===== config.mk =====
export PLATFORM = sky130hd
export DESIGN_NAME = gbc_core
export DESIGN_NICKNAME = d
export VERILOG_FILES = /design/src/rtl/gbc_pkg.sv /design/src/rtl/gbc_sync2.sv /design/src/rtl/gbc_core.sv
export SDC_FILE = /design/constraint.sdc
export NUM_CORES = 1
export LEC_CHECK = 0
export BUFFER_PORTS_ARGS = -buffer_cell sky130_fd_sc_hd__buf_2
export CAP_MARGIN = 20
export CORE_ASPECT_RATIO = 1.5
export CORE_MARGIN = 3
export CORE_UTILIZATION = 60
export DETAILED_ROUTE_END_ITERATION = 16
export GPL_TIMING_DRIVEN = 0
export PLACE_DENSITY = 0.95
export SLEW_MARGIN = 15
export SYNTH_ARGS = -nofsm -noshare
export SYNTH_HDL_FRONTEND = slang
export SYNTH_SLANG_ARGS = --single-unit

===== constraint.sdc =====
create_clock -name clk -period 7.05 [get_ports clk]
set_input_delay 0.705 -clock clk [delete_from_list [all_inputs] [get_ports clk]]
set_output_delay 0.705 -clock clk [all_outputs]
set_load 0.05 [all_outputs]

===== src/rtl/gbc_pkg.sv =====
// Constants, types and carriers for the gated burst controller.
//
// What this block does
// - In gated mode oscillation starts once an active gate level is accepted.
// - Whole-period stop: after gate release run on until phase reaches the start/stop angle.
// - Half-period stop: halt at angle or angle plus 180 degrees, then settle to angle.
// - Internal source makes the gate as a 50% square wave of programmable period.
// - External source gets a programmable polarity; off polarity blocks the input.
// - Channel two may use the gate source that channel one has chosen.
// - Manual key and remote gating work whatever source is selected.
// - In gated run mode the gate stays on while the manual key is held on the displayed channel.
// - The trigger-seen lamp is lit for the whole time the gate is on.
// - Gated modes ignore the trigger delay and use only the fixed minimum delay.
// - Gated operation is refused when the waveform is DC.
// - Noise runs exactly while the gate is on, unaligned, and idles otherwise.
// - Burst activity selection drives sync low while running and high while stopped.
// - Disabled auxiliary selection holds the sync output low.
// - Reference phase selection gives a rising edge at the waveform reference phase.
// - Secondary waveform output is allowed only with modulation off or external.
// - Modulation sync and waveform outputs are allowed only with internal modulation on.
// - Entering a gated mode forcibly ends active multi-unit phase synchronization.
// - Toggled gate mode inverts the internal gate on each accepted trigger.
// - Stopped output is the start/stop angle level, or a percentage when overridden.
// - External source takes the gate from the logic-level external trigger input.
package gbc_pkg;

    // ------------------------------------------------------------------
    // Widths and reset values
    // ------------------------------------------------------------------
    localparam int          PHASE_W    = 16;
    localparam int          PERIOD_W   = 32;
    localparam int          PCT_W      = 8;
    localparam int          SYNC_W     = 2;
    localparam int          DLY_W      = 16;
    localparam logic [15:0] PHASE_HALF = 16'h8000;
    localparam logic [15:0] PHASE_RST  = 16'h0000;
    localparam logic [31:0] CNT_RST    = 32'h0000_0000;

    // ------------------------------------------------------------------
    // Enumerations
    // ------------------------------------------------------------------
    typedef enum logic [1:0] {
        CONTINUOUS_MODE           = 2'b00,
        GATED_RUN_MODE            = 2'b01,
        TRIGGER_TOGGLED_GATE_MODE = 2'b10
    } gbc_mode_type;

    typedef enum logic [0:0] {
        WHOLE_PERIOD_UNIT = 1'b0,
        HALF_PERIOD_UNIT  = 1'b1
    } gbc_gran_type;

    typedef enum logic [1:0] {
        INTERNAL_SOURCE             = 2'b00,
        EXTERNAL_SOURCE             = 2'b01,
        SHARED_FIRST_CHANNEL_SOURCE = 2'b10
    } gbc_src_type;

    typedef enum logic [1:0] {
        POLARITY_OFF      = 2'b00,
        POLARITY_POSITIVE = 2'b01,
        POLARITY_NEGATIVE = 2'b10
    } gbc_pol_type;

    typedef enum logic [2:0] {
        AUX_DISABLED                = 3'b000,
        REFERENCE_PHASE_PULSE       = 3'b001,
        BURST_ACTIVITY_FLAG         = 3'b010,
        SECONDARY_WAVEFORM_OUT      = 3'b011,
        MODULATION_SYNC_PULSE       = 3'b100,
        MODULATION_WAVEFORM_OUT     = 3'b101
    } gbc_aux_type;

    typedef enum logic [1:0] {
        ST_IDLE  = 2'b00,
        ST_RUN   = 2'b01,
        ST_DRAIN = 2'b10
    } gbc_state_type;

    // ------------------------------------------------------------------
    // Carriers
    // ------------------------------------------------------------------
    typedef struct packed {
        gbc_mode_type         burst_mode_select;
        gbc_gran_type         stop_granularity;
        gbc_src_type          trigger_source_select;
        gbc_pol_type          ext_polarity;
        logic [PERIOD_W-1:0]  trigger_period;
        logic [PHASE_W-1:0]   start_stop_angle;
        logic [PHASE_W-1:0]   phase_step;
        logic                 wave_is_dc;
        logic                 wave_is_noise;
        logic                 idle_level_override;
        logic [PCT_W-1:0]     idle_level_pct;
        gbc_aux_type          aux_output_select;
        logic                 modulation_on;
        logic                 modulation_internal;
        logic [DLY_W-1:0]     trigger_delay_setting;
        logic                 second_channel;
        logic                 channel_displayed;
    } gbc_cfg_type;

    typedef struct packed {
        logic                 running;
        logic [PHASE_W-1:0]   phase;
        logic                 hold_active;
        logic                 hold_use_pct;
        logic [PCT_W-1:0]     hold_pct;
        logic                 noise_enable;
        logic                 trigger_seen_lamp;
        logic                 sync_out;
        logic                 secondary_wave_en;
        logic                 modulation_wave_en;
        logic                 aux_illegal;
        logic                 gated_refused;
        logic                 multi_sync_stop;
    } gbc_status_type;

endpackage


===== src/rtl/gbc_sync2.sv =====
// Two-flop synchroniser for asynchronous level inputs.
`timescale 1ns/1ps
`default_nettype none
module gbc_sync2 #(
    parameter int WIDTH = 1
) (
    // Clock and reset.
    input  wire logic             clk,
    input  wire logic             sys_rst,
    // Asynchronous input and synchronised output.
    input  wire logic [WIDTH-1:0] async_in,
    output var  logic [WIDTH-1:0] sync_out
);

    logic [WIDTH-1:0] stage1;

    // First stage feeds only the second stage.
    always_ff @(posedge clk) begin
        if (sys_rst) begin
            stage1   <= '0;
            sync_out <= '0;
        end else begin
            stage1   <= async_in;
            sync_out <= stage1;
        end
    end

endmodule
`default_nettype wire


===== src/rtl/gbc_core.sv =====
// Gated and trigger-toggled burst controller for one generator channel.
`timescale 1ns/1ps
`default_nettype none
module gbc_core (
    // Clock and reset.
    input  wire logic                   clk,
    input  wire logic                   sys_rst,
    // Configuration.
    input  wire gbc_pkg::gbc_cfg_type   cfg,
    // Gate, trigger and synchronisation inputs.
    input  wire logic                   ext_trigger_pin,
    input  wire logic                   manual_trigger_key,
    input  wire logic                   remote_gate,
    input  wire logic                   first_channel_gate,
    input  wire logic                   modulation_sync_in,
    input  wire logic                   multi_sync_active,
    // Status and waveform control.
    output var  gbc_pkg::gbc_status_type status,
    output var  logic                   internal_gate
);
    import gbc_pkg::*;

    // ------------------------------------------------------------------
    // Helper functions
    // ------------------------------------------------------------------

    // Tells whether an auxiliary selection is legal for the modulation setup.
    function automatic logic aux_legal(input gbc_aux_type sel, input logic mod_on, input logic mod_int);
        logic int_mod;
        int_mod = mod_on & mod_int;
        case (sel)
            SECONDARY_WAVEFORM_OUT:  aux_legal = ~int_mod;
            MODULATION_SYNC_PULSE:   aux_legal = int_mod;
            MODULATION_WAVEFORM_OUT: aux_legal = int_mod;
            default:                 aux_legal = 1'b1;
        endcase
    endfunction

    // Tells whether a mode is one of the gated modes.
    function automatic logic is_gated(input gbc_mode_type m);
        is_gated = (m == GATED_RUN_MODE) || (m == TRIGGER_TOGGLED_GATE_MODE);
    endfunction

    // ------------------------------------------------------------------
    // Input synchronisation
    // ------------------------------------------------------------------
    logic [1:0] pin_sync;

    gbc_sync2 #(
        .WIDTH (SYNC_W)
    ) u_sync (
        .clk      (clk),
        .sys_rst  (sys_rst),
        .async_in ({manual_trigger_key, ext_trigger_pin}),
        .sync_out (pin_sync)
    );

    // ------------------------------------------------------------------
    // Gate sources
    // ------------------------------------------------------------------
    logic [PERIOD_W-1:0] int_cnt;
    logic [PERIOD_W-1:0] next_int_cnt;
    logic                int_sq;
    logic                next_int_sq;
    logic [PERIOD_W-1:0] half_last;
    logic                ext_level;
    logic                src_gate;
    logic                key_gate;
    logic                raw_gate;
    logic                raw_gate_q;
    logic                trig_edge;
    logic                next_internal_gate;
    logic                gate_eff;
    gbc_mode_type        eff_mode;
    gbc_mode_type        mode_q;
    logic                refused;

    // Builds the gate from the selected source plus the always-on key and remote paths.
    always_comb begin
        half_last    = CNT_RST;
        if (cfg.trigger_period[PERIOD_W-1:1] > 31'h1) begin
            half_last = {1'b0, cfg.trigger_period[PERIOD_W-1:1]} - 32'h1;
        end
        next_int_cnt = (int_cnt >= half_last) ? CNT_RST : int_cnt + 32'h1;
        next_int_sq  = (int_cnt >= half_last) ? ~int_sq : int_sq;
        case (cfg.ext_polarity)
            POLARITY_POSITIVE: ext_level = pin_sync[0];
            POLARITY_NEGATIVE: ext_level = ~pin_sync[0];
            default:           ext_level = 1'b0;
        endcase
        case (cfg.trigger_source_select)
            INTERNAL_SOURCE: src_gate = int_sq;
            EXTERNAL_SOURCE: src_gate = ext_level;
            SHARED_FIRST_CHANNEL_SOURCE: src_gate = cfg.second_channel ? first_channel_gate : 1'b0;
            default: src_gate = 1'b0;
        endcase
        key_gate = pin_sync[1] & cfg.channel_displayed;
        raw_gate = src_gate | key_gate | remote_gate;
    end

    // Mode resolution, trigger edge and toggled gate.
    always_comb begin
        refused            = is_gated(cfg.burst_mode_select) & cfg.wave_is_dc;
        eff_mode           = refused ? CONTINUOUS_MODE : cfg.burst_mode_select;
        trig_edge          = raw_gate & ~raw_gate_q;
        next_internal_gate = (eff_mode == TRIGGER_TOGGLED_GATE_MODE) ? (internal_gate ^ trig_edge) : 1'b0;
        // The gate path has a fixed one-cycle delay; the delay setting is not used here.
        gate_eff           = (eff_mode == TRIGGER_TOGGLED_GATE_MODE) ? internal_gate : raw_gate_q;
    end

    // Registers the gate sources.
    always_ff @(posedge clk) begin
        if (sys_rst) begin
            int_cnt       <= CNT_RST;
            int_sq        <= 1'b0;
            raw_gate_q    <= 1'b0;
            internal_gate <= 1'b0;
            mode_q        <= CONTINUOUS_MODE;
        end else begin
            int_cnt       <= next_int_cnt;
            int_sq        <= next_int_sq;
            raw_gate_q    <= raw_gate;
            internal_gate <= next_internal_gate;
            mode_q        <= cfg.burst_mode_select;
        end
    end

    // ------------------------------------------------------------------
    // Oscillation state and phase
    // ------------------------------------------------------------------
    gbc_state_type        state;
    gbc_state_type        next_state;
    logic [PHASE_W-1:0]   phase;
    logic [PHASE_W-1:0]   next_phase;
    logic [PHASE_W-1:0]   rel;
    logic [PHASE_W:0]     rel_sum;
    logic                 hit_full;
    logic                 hit_half;
    logic                 hit;

    // Decides when to start, when to drain and when the stop angle is reached.
    always_comb begin
        rel        = phase - cfg.start_stop_angle;
        rel_sum    = {1'b0, rel} + {1'b0, cfg.phase_step};
        hit_full   = rel_sum[PHASE_W];
        hit_half   = hit_full | (~rel[PHASE_W-1] & rel_sum[PHASE_W-1] & ~rel_sum[PHASE_W]);
        hit        = (cfg.stop_granularity == HALF_PERIOD_UNIT) ? hit_half : hit_full;
        next_state = state;
        next_phase = phase + cfg.phase_step;
        case (state)
            ST_IDLE: begin
                next_phase = cfg.start_stop_angle;
                if (eff_mode == CONTINUOUS_MODE || gate_eff) begin
                    next_state = ST_RUN;
                end
            end
            ST_RUN: begin
                if (eff_mode != CONTINUOUS_MODE && !gate_eff) begin
                    next_state = cfg.wave_is_noise ? ST_IDLE : ST_DRAIN;
                end
            end
            ST_DRAIN: begin
                if (gate_eff || eff_mode == CONTINUOUS_MODE) begin
                    next_state = ST_RUN;
                end else if (hit || cfg.wave_is_noise) begin
                    next_state = ST_IDLE;
                    next_phase = cfg.start_stop_angle;
                end
            end
            default: begin
                next_state = ST_IDLE;
                next_phase = cfg.start_stop_angle;
            end
        endcase
    end

    // Registers the state and phase.
    always_ff @(posedge clk) begin
        if (sys_rst) begin
            state <= ST_IDLE;
            phase <= PHASE_RST;
        end else begin
            state <= next_state;
            phase <= next_phase;
        end
    end

    // ------------------------------------------------------------------
    // Outputs
    // ------------------------------------------------------------------
    gbc_status_type next_status;
    logic           legal;
    logic           run_next;

    // Computes every output from the next state so they all leave flip-flops.
    always_comb begin
        legal                          = aux_legal(cfg.aux_output_select, cfg.modulation_on, cfg.modulation_internal);
        run_next                       = (next_state != ST_IDLE);
        next_status                    = '0;
        next_status.running            = run_next;
        next_status.phase              = next_phase;
        next_status.hold_active        = ~run_next;
        next_status.hold_use_pct       = ~run_next & cfg.idle_level_override;
        next_status.hold_pct           = cfg.idle_level_pct;
        next_status.noise_enable       = run_next & cfg.wave_is_noise;
        next_status.trigger_seen_lamp  = is_gated(eff_mode) & gate_eff;
        next_status.aux_illegal        = ~legal;
        next_status.gated_refused      = refused;
        next_status.multi_sync_stop    = is_gated(cfg.burst_mode_select) & ~is_gated(mode_q) & multi_sync_active;
        if (legal) begin
            case (cfg.aux_output_select)
                REFERENCE_PHASE_PULSE:   next_status.sync_out = ~next_phase[PHASE_W-1];
                BURST_ACTIVITY_FLAG:     next_status.sync_out = ~run_next;
                MODULATION_SYNC_PULSE:   next_status.sync_out = modulation_sync_in;
                SECONDARY_WAVEFORM_OUT:  next_status.secondary_wave_en = 1'b1;
                MODULATION_WAVEFORM_OUT: next_status.modulation_wave_en = 1'b1;
                default:                 next_status.sync_out = 1'b0;
            endcase
        end
    end

    // Registers the outputs.
    always_ff @(posedge clk) begin
        if (sys_rst) begin
            status <= '0;
        end else begin
            status <= next_status;
        end
    end
endmodule
`default_nettype wire


* Word-level counts from Yosys, hierarchy flattened
Index checks and enable logic that the tools add are counted.
Operators by class: shift operators 0, $mul 0, divide/modulo/power cells 0, bitwise gates (word level) 26, muxes and demuxes 20, reduce and logical (&&, ||, !) cells 16, eq/ne operators 17, add/subtract/negate cells 5, order comparisons 2
Operator list (number):
- 32-bit by 1-bit adder with 32-bit output (second input constant) | 1
- 32-bit greater-or-equal comparator | 1
- 16-bit two-way mux | 2
- 32-bit two-way mux | 1
- 16-bit one-hot mux with 2 select lines | 1
- 31-bit by 1-bit subtractor with 32-bit output (second input constant) | 1
- 31-bit by 1-bit > comparator with 1-bit output (second input constant) | 1
- 16-bit by 16-bit adder with 17-bit output | 1
- 16-bit adder | 1
- 16-bit subtractor | 1
- 2-bit by 1-bit == test with 1-bit output (second input constant) | 6
- 2-bit == test (second input constant) | 6
- 2-bit two-way mux | 6
- 1-bit AND | 11
- 1-bit inverter | 11
- 2-bit OR reduction | 4
- 3-bit by 2-bit == test with 1-bit output (second input constant) | 2
- 3-bit == test (second input constant) | 2
- 2-bit zero test | 3
- 1-bit one-hot mux with 3 select lines | 2
- 2-bit one-hot mux with 3 select lines | 1
- 1-bit logical OR | 5
- 1-bit two-way mux | 5
- 1-bit one-hot mux with 2 select lines | 2
- other kinds (6) | 9
Word-level totals: memories kept 0, bits in writable memories 0, latch bits 0, bits in registers 78, bits of input ports 113, memory bits (read-only) 0, output and inout bits 36

* Depth between registers and ports, before layout
Gate-level depths: netlist of the first run.
word-level depth 13, gate-level depth with buffers 20, gate-level depth less buffers 20

* By module
Synthesis of the first run repeated with hierarchy kept, for this count alone.
Unflattened totals: cells, all modules 794, area total of the unflattened synthesis 6442.4 um2
Modules (own cells, without submodules):
- gbc_core | sequential area each 1481.4 um2, cells an instance 786, instances 1, area each 6337.3 um2
- gbc_sync2 | sequential area each 80.1 um2, cells an instance 8, instances 1, area each 105.1 um2

* Worst setup path after synthesis of the first run
No wires, ideal clock.
kind register -> register, from register, netlist name status[18], to register status[5] in the netlist's numbering, slack 2572 ps, period minus slack after synthesis 4478 ps, stages on the path, launching flop included 21, setup time 117 ps, arrival 4361 ps, path through dfxtp_1 -> inv_1 -> ha_1 -> fa_1 -> nor2b_1 -> o21ai_0 -> a21boi_0 -> o21ai_0 -> a211oi_1 -> o31ai_1 -> o21bai_1 -> a21oi_1 -> xnor2_1 -> ha_1 -> nand4_1 -> a21oi_1 -> a221o_1 -> o2111a_1 -> nor2_1 -> a41oi_2 -> a32o_1
RTL lines:
- end signal, assigned | line gbc_core.sv:227 | status <= next_status;
- end, declared | line gbc_core.sv:18 | output var gbc_pkg::gbc_status_type status,

* Worst setup path in the final report of the first run
from input cfg[50] in the netlist's numbering, to register status[25] in the netlist's numbering
Between the ends: longest elaborated chain between the ends 10, elaborated cells on any way between the ends 12
RTL lines:
- start, declared | line gbc_core.sv:9 | input wire gbc_pkg::gbc_cfg_type cfg,
- 16-bit subtractor (*) | line gbc_core.sv:143 | rel = phase - cfg.start_stop_angle;
- 16-bit by 16-bit adder with 17-bit output / 1-bit inverter (equally long branches) | line gbc_core.sv:144, gbc_core.sv:146
- 1-bit AND / 1-bit inverter (equally long branches) | line gbc_core.sv:146 | hit_half = hit_full | (~rel[PHASE_W-1] & rel_sum[PHASE_W-1] & ~rel_sum[PHASE_W]);
- 1-bit AND | line gbc_core.sv:146
- 1-bit OR | line gbc_core.sv:146
- 1-bit two-way mux (*) | line gbc_core.sv:147 | hit = (cfg.stop_granularity == HALF_PERIOD_UNIT) ? hit_half : hit_full;
- 1-bit logical OR (*) | line gbc_core.sv:165 | end else if (hit || cfg.wave_is_noise) begin
- 16-bit two-way mux (*) | line gbc_core.sv:165
- 16-bit two-way mux (*) | line gbc_core.sv:163 | if (gate_eff || eff_mode == CONTINUOUS_MODE) begin
- 16-bit one-hot mux with 2 select lines (*) | line gbc_core.sv:150 | case (state)
Every way passes the cells marked *; elsewhere a longest branch is shown, timed or not. A chain may end at the register's enable or synchronous reset.

==> flow_summary.ini, run 1 <==
[sta]
fmax_mhz = 181.3
fin_crit_sh_pct = 78.25
worst_pin_slew_ns = 0.8281
drv_slew = 0
post-route-min-period_ns = 5.517
final_hold_viol_count = 0
tns_ns = 0
rsz0062_at_grt = no
setup_viol = 0
fin_skew_ns = 0.006590
max_slew_margin_pct = 44.55

[global_routing]
grtUsageMet2_pct = 57.67
track_usage_pct = 29.59
overflow = 0
use_met1_pct = 28.24
use_met3_pct = 5.483
grt_first_pass_wirelength_um = 29020
grt_max_degree = 15
grt_pass1_vias = 6527
top_usage_layer = met2
antenna_found_initial = 2

[yosys]
synth_top_area_share_pct = 24.46
syn_area_sq_um = 6385
synth_cell_types = 69
ys_seq_elements = 78
syn_inst = 789
synth-seq-area-share_pct = 24.46
synth.top_cells.by_count = 89 x nor2_1, 86 x ha_1, 84 x nand2_1
yosysWarnings = 0
synth_top_area_cell = dfxtp_1
synthTopCellsByArea = dfxtp_1 24%, ha_1 17%, xor2_1 5.9%, nor2_1 5.2%, xnor2_1 5.2%
syn_area_per_cell_sq_um = 8.092
synth_fp_nets = 990
synth_edf_count = 0
synthFlopType = dfxtp_1
synth_most_common_cell = nor2_1
ys_async_sr_fraction_pct = 0

[finish]
fill_cells = 800
finalNetCount = 1131
final_area_sq_um = 7510
finalNonFillerCells = 1076
area_growth_pct = 17.62
regArea_sq_um = 1562
multi_input_area_sq_um = 4624
diodes = 0
drive_gt1_share_pct = 17.43

[setup_path]
path_max_fanout = 9
crit_type = in -> reg
worst_setup_path_end_kind = flop
startpoint_type = input pin
cp.required_ns = 7.33
cp.arrival_ns = 5.79

[placement]
placed_cell_area_sq_um = 7212
io_buffers = 130
dp.cells = 1060
routabilityCongestion = 0.9665
dp_hpwl_um = 14120

[drt]
via_count = 6391
routedWlPerCell_um = 16.45
firstDrtPassIters = 4
ant_nets = 0
drc = 0
drtIter0Drc = 220
wl_um = 17700
vias_per_cell = 5.940

[floorplan]
fp.dieW_um = 90.23
initial_core_util_pct = 62.31
coreArea_sq_um = 10250
fp-row-count = 45
fp.dieH_um = 132.3
die-area_sq_um = 11940
pin_count = 149

[pwr]
leakagePower_nw = 3.602
ir_drop_v = 0.0001523
cellPowerDensity_nw_per_um2 = 200.2

[cts]
cts.sinks = 78
htree_num_levels = 3
cts_buffers = 9
cts_tree = yes
clk_pin_slew_worst_paths_ns = 0.06
worstSkewPairLatency_ns = 0.34
clockBufferDepth = 2
ctsRootBufferMaster = clkbuf_16
post-cts-setup-buffers = 0
hold_buffers = 0
cts-resized-gates = 0

[hold_path]
min_path_type = reg -> reg

[run_status]
status = finished clean

[job]
timing.max_cap.violations = 0
## path summary, 6_finish.rpt
| check | start | endpoint | slack (ns) | depth (start not counted) |
|---|---|---|---|---|
| max | cfg[50] | status[25] | 1.53 | 19 |
| min | u_sync.stage1[0] | u_sync.sync_out[0] | 0.47 | 1 |
| max reg2reg | status[18] | status[25] | 1.63 | 19 |
| min reg2reg | u_sync.stage1[0] | u_sync.sync_out[0] | 0.47 | 1 |
## where the power goes
group / internal (W) / total [W] / switching, W / leakage, nW
logic: 0.000206 / 0.000550 / 0.000343 / 2.82
clock network: 0.000277 / 0.000471 / 0.000194 / 0.143
registers: 0.000465 / 0.000483 / 0.0000187 / 0.639
total: 0.000948 / 0.00150 / 0.000556 / 3.60
## cells by family (layout without fill, tap and decap cells)
logic type      count (synthesis)  count (layout)  share of synthesized area, %
fa+ha+maj                      89              89                         17.64
mux                             2               2                        0.3331
simple gates                  313             313                         24.81
compound gates                173             173                         18.54
flops                          78              78                         24.46
xor+xnor                       81              81                         11.11
buf+inv                        53             199                         3.116
## layout by cell type, fill, tap and decap left out, drive strengths merged, types with 3 or more instances in the layout
master | synthesis | routed
nand4 | 21 | 21
a22o | 9 | 9
and2 | 5 | 5
a21oi | 48 | 48
nand2 | 85 | 85
inv | 37 | 39
o2111ai | 3 | 3
nand3 | 20 | 20
a211oi | 10 | 10
o31ai | 4 | 4
a31oi | 13 | 13
nor3 | 16 | 16
or4 | 3 | 3
o21a | 7 | 7
and4 | 3 | 3
o21ai | 27 | 27
xor2 | 43 | 43
o211a | 3 | 3
and3 | 8 | 8
buf | 2 | 132
nand4b | 3 | 3
nor4b | 3 | 3
nor2b | 24 | 24
nor3b | 7 | 7
o21bai | 3 | 3
ha | 86 | 86
dfxtp | 78 | 78
nor2 | 89 | 89
nand3b | 4 | 4
nor4 | 9 | 9
nand2b | 10 | 10
clkbuf | 14 | 24
a21o | 24 | 24
xnor2 | 38 | 38
## cell type report
cell class | count | share of cell area, %
multi-input cells | 658 | 61.58
flip-flops and latches | 78 | 20.79
repair buffers | 130 | 8.664
clock buffers | 10 | 3.049
well taps | 141 | 2.349
inverters | 37 | 1.849
clock inverters | 6 | 0.9164
plain buffers | 16 | 0.7997
## through the flow
step,hold slack [ns],setup WS (ns),utilization [%],power (W)
floorplan,0.4138,2.572,-,0.0008787
detailed placement,0.4218,1.419,70.38,0.001028
global route,0.4777,1.344,73.28,0.001577
finish,0.4661,1.533,73.28,0.001503
global placement,0.4194,1.460,70.38,0.001009
CTS,0.4688,1.691,73.28,0.001501
## flip-flops by register name, indices dropped and copies added (netlist names)
signal	flops
int_cnt	32
int_sq	1
internal_gate	1
mode_q	2
raw_gate_q	1
state	2
status	35
u_sync.stage1	2
u_sync.sync_out	2
## metal layers
| metal | wire length (um) | vias to the layer above |
|---|---|---|
| met5 | 21 | - |
| met4 | 955 | 4 |
| met3 | 827 | 83 |
| met2 | 9552 | 220 |
| met1 | 6340 | 2973 |
| li1 | - | 3111 |
## worst max-delay path: stages
cell and delay [ns]:
buf_2 0.12, ha_1 0.24, fa_1 0.42, nor2b_1 0.12, o21ai_0 0.11, a21boi_0 0.31, o21ai_0 0.20, a211oi_1 0.47
nor3_1 0.11, xnor2_1 0.15, ha_1 0.29, a21oi_1 0.30, o211a_1 0.20, o21ai_0 0.14, a221o_1 0.46, a31oi_2 0.36
a31oi_1 0.15, nor3b_2 0.70, a22o_1 0.23
No activity file was read; power rests on OpenSTA's default activity.
==> run 2: changes to the inputs <==
- CORE_UTILIZATION: 60 -> 50
- PLACE_DENSITY: 0.95 -> 0.89
- clock period: 7.05 -> 4.62 ns (I/O delays scaled with it)
==> run 2 against run 1 <==
Compared with the run above: count of clock-buffer cells in the layout is the same; clock power grew 63%; largest power group unchanged; final cell count is 2.0% higher; sequential share of layout area is 0.54 points lower; critical endpoint is now status[5]; largest cell class unchanged.
==> flow_summary.ini, run 2 (synthesized netlist as in run 1, its figures left out) <==
[floorplan]
fp.dieW_um = 98.27
fp.dieH_um = 144.4
initial_core_util_pct = 52.07
fp-row-count = 49
pin_count = 149
coreArea_sq_um = 12260
die-area_sq_um = 14190

[sta]
fin_skew_ns = 0.006094
final_hold_viol_count = 0
drv_slew = 0
fmax_mhz = 224.3
post-route-min-period_ns = 4.457
fin_crit_sh_pct = 96.48
worst_pin_slew_ns = 0.7238
setup_viol = 0
max_slew_margin_pct = 51.24
tns_ns = 0

[setup_path]
cp.required_ns = 4.85
endpoint = status[5]
path_max_fanout = 6
worst_setup_path_end_kind = flop
crit_start = status[21]
regToRegStartpoint = status[21]
startpoint_type = flop
timing.rr.end = status[5]
crit_type = reg -> reg
r2r_slack_ns = 0.16
cp.arrival_ns = 4.68
r2r_cells = 17

[drt]
drtIter0Drc = 171
vias_per_cell = 5.676
wl_um = 17390
firstDrtPassIters = 4
via_count = 6227
routedWlPerCell_um = 15.85
ant_nets = 0
drc = 0

[finish]
drive_gt1_share_pct = 20.06
regMostFlops = status
final_area_sq_um = 7724
reg_top3 = status: 35 flops, int_cnt: 32 flops
layout_commonest_cell = buf_2
area_growth_pct = 20.97
largest_reg_flops = 35
layout_common_cells = 130 x buf_2, 88 x nor2_1, 85 x ha_1
finalNetCount = 1139
finalNonFillerCells = 1097
fill_cells = 1057

[pwr]
ir_drop_v = 0.0002069
leakagePower_nw = 3.674
pwr-share-clk_pct = 32.1
internal_power_w = 0.001541
combPwrFrac_pct = 37.1
p_sw_share_pct = 35.65
seqPwrFrac_pct = 30.8
cellPowerDensity_nw_per_um2 = 310.1
switching_power_w = 0.0008539

[cts]
hold_buffers = 0
ctsRootBufferMaster = clkbuf_16
htree_num_levels = 3
clk_pin_slew_worst_paths_ns = 0.06
cts.sinks = 78
worstSkewPairLatency_ns = 0.34
clockBufferDepth = 2
cts_tree = yes
cts_buffers = 9

[global_routing]
overflow = 0
grt_first_pass_wirelength_um = 28320
antenna_found_initial = 2
grt_max_degree = 14
grt_pass1_vias = 6341
track_usage_pct = 24.41

[hold_path]
min_path_type = in -> reg
min_from = cfg[25]

[placement]
io_buffers = 130
dp_hpwl_um = 13970
routabilityCongestion = 0.9786
dp.cells = 1073
placed_cell_area_sq_um = 7231

[run_status]
status = finished clean

[job]
timing.max_cap.violations = 0
[run 2: worst max-delay path, cell delays in order, from the launching register on]
cell      delay [ns]
dfxtp_1         0.36
ha_1            0.36
o21a_1          0.16
o31a_1          0.18
o21ai_0         0.11
a21oi_1         0.39
o21ai_0         0.13
a21oi_1         0.20
ha_1            0.28
a21o_1          0.19
a21oi_2         0.22
o211a_1         0.18
o21ai_1         0.13
a221o_2         0.48
o2111a_2        0.34
nor2_4          0.15
a41oi_2         0.17
a32o_2          0.33
[run 2: per-layer routing]
metal	global-route usage, %	vias up	wire (um)
li1	-	3128	-
met1	24.19	2859	6500
met2	47.42	185	9131
met3	5.550	53	1058
met4	12.01	2	694
met5	0	-	7
[run 2: repair_timing]
item	in CTS	in global routing
resized for setup	14	15
endpoints found under the setup margin	19	26
pin swaps	5	14
setup buffers	3	4
[run 2: worst min-delay path by stage]
stage,to,slack [ns],cells after the start
6_report,status[10],0.33,2
4_1_cts,status[10],0.32,2
3_3_place_gp,u_sync.sync_out[1],0.42,1
5_1_grt,status[13],0.34,2
3_5_place_dp,u_sync.sync_out[1],0.42,1
2_1_floorplan,u_sync.sync_out[0],0.41,1
[run 2: power groups by stage]
stage / Clock (W) / Combinational, W / Sequential [W]
floorplan: 0 / 0.000497 / 0.000844
finish: 0.000769 / 0.000888 / 0.000738
CTS: 0.000785 / 0.000855 / 0.000737
global route: 0.000812 / 0.000980 / 0.000741
detailed placement: 0 / 0.000818 / 0.000751
global placement: 0 / 0.000798 / 0.000751
[run 2: layout make-up]
class                   instances  area [sq um]  area share (%)
inverters                      37         138.9           1.798
flip-flops and latches         78          1564           20.25
plain buffers                  16         60.06          0.7776
repair buffers                138         719.4           9.315
multi-input cells             658          4723           61.15
well taps                     153         191.4           2.479
clock inverters                 5         82.58           1.069
diodes                          2         5.005         0.06480
clock buffers                  10         239.0           3.094
[run 2: metrics by stage]
stage	worst slack [ns]	hold slack (ns)	util [%]	power, W
after floorplan	0.1416	0.4138	-	0.001341
after global placement	-0.8254	0.4206	58.94	0.001548
after detailed placement	-0.8319	0.4231	58.97	0.001569
after CTS	0.01391	0.3198	62.33	0.002377
after global routing	-0.07587	0.3395	62.97	0.002533
final	0.1625	0.3320	62.99	0.002395
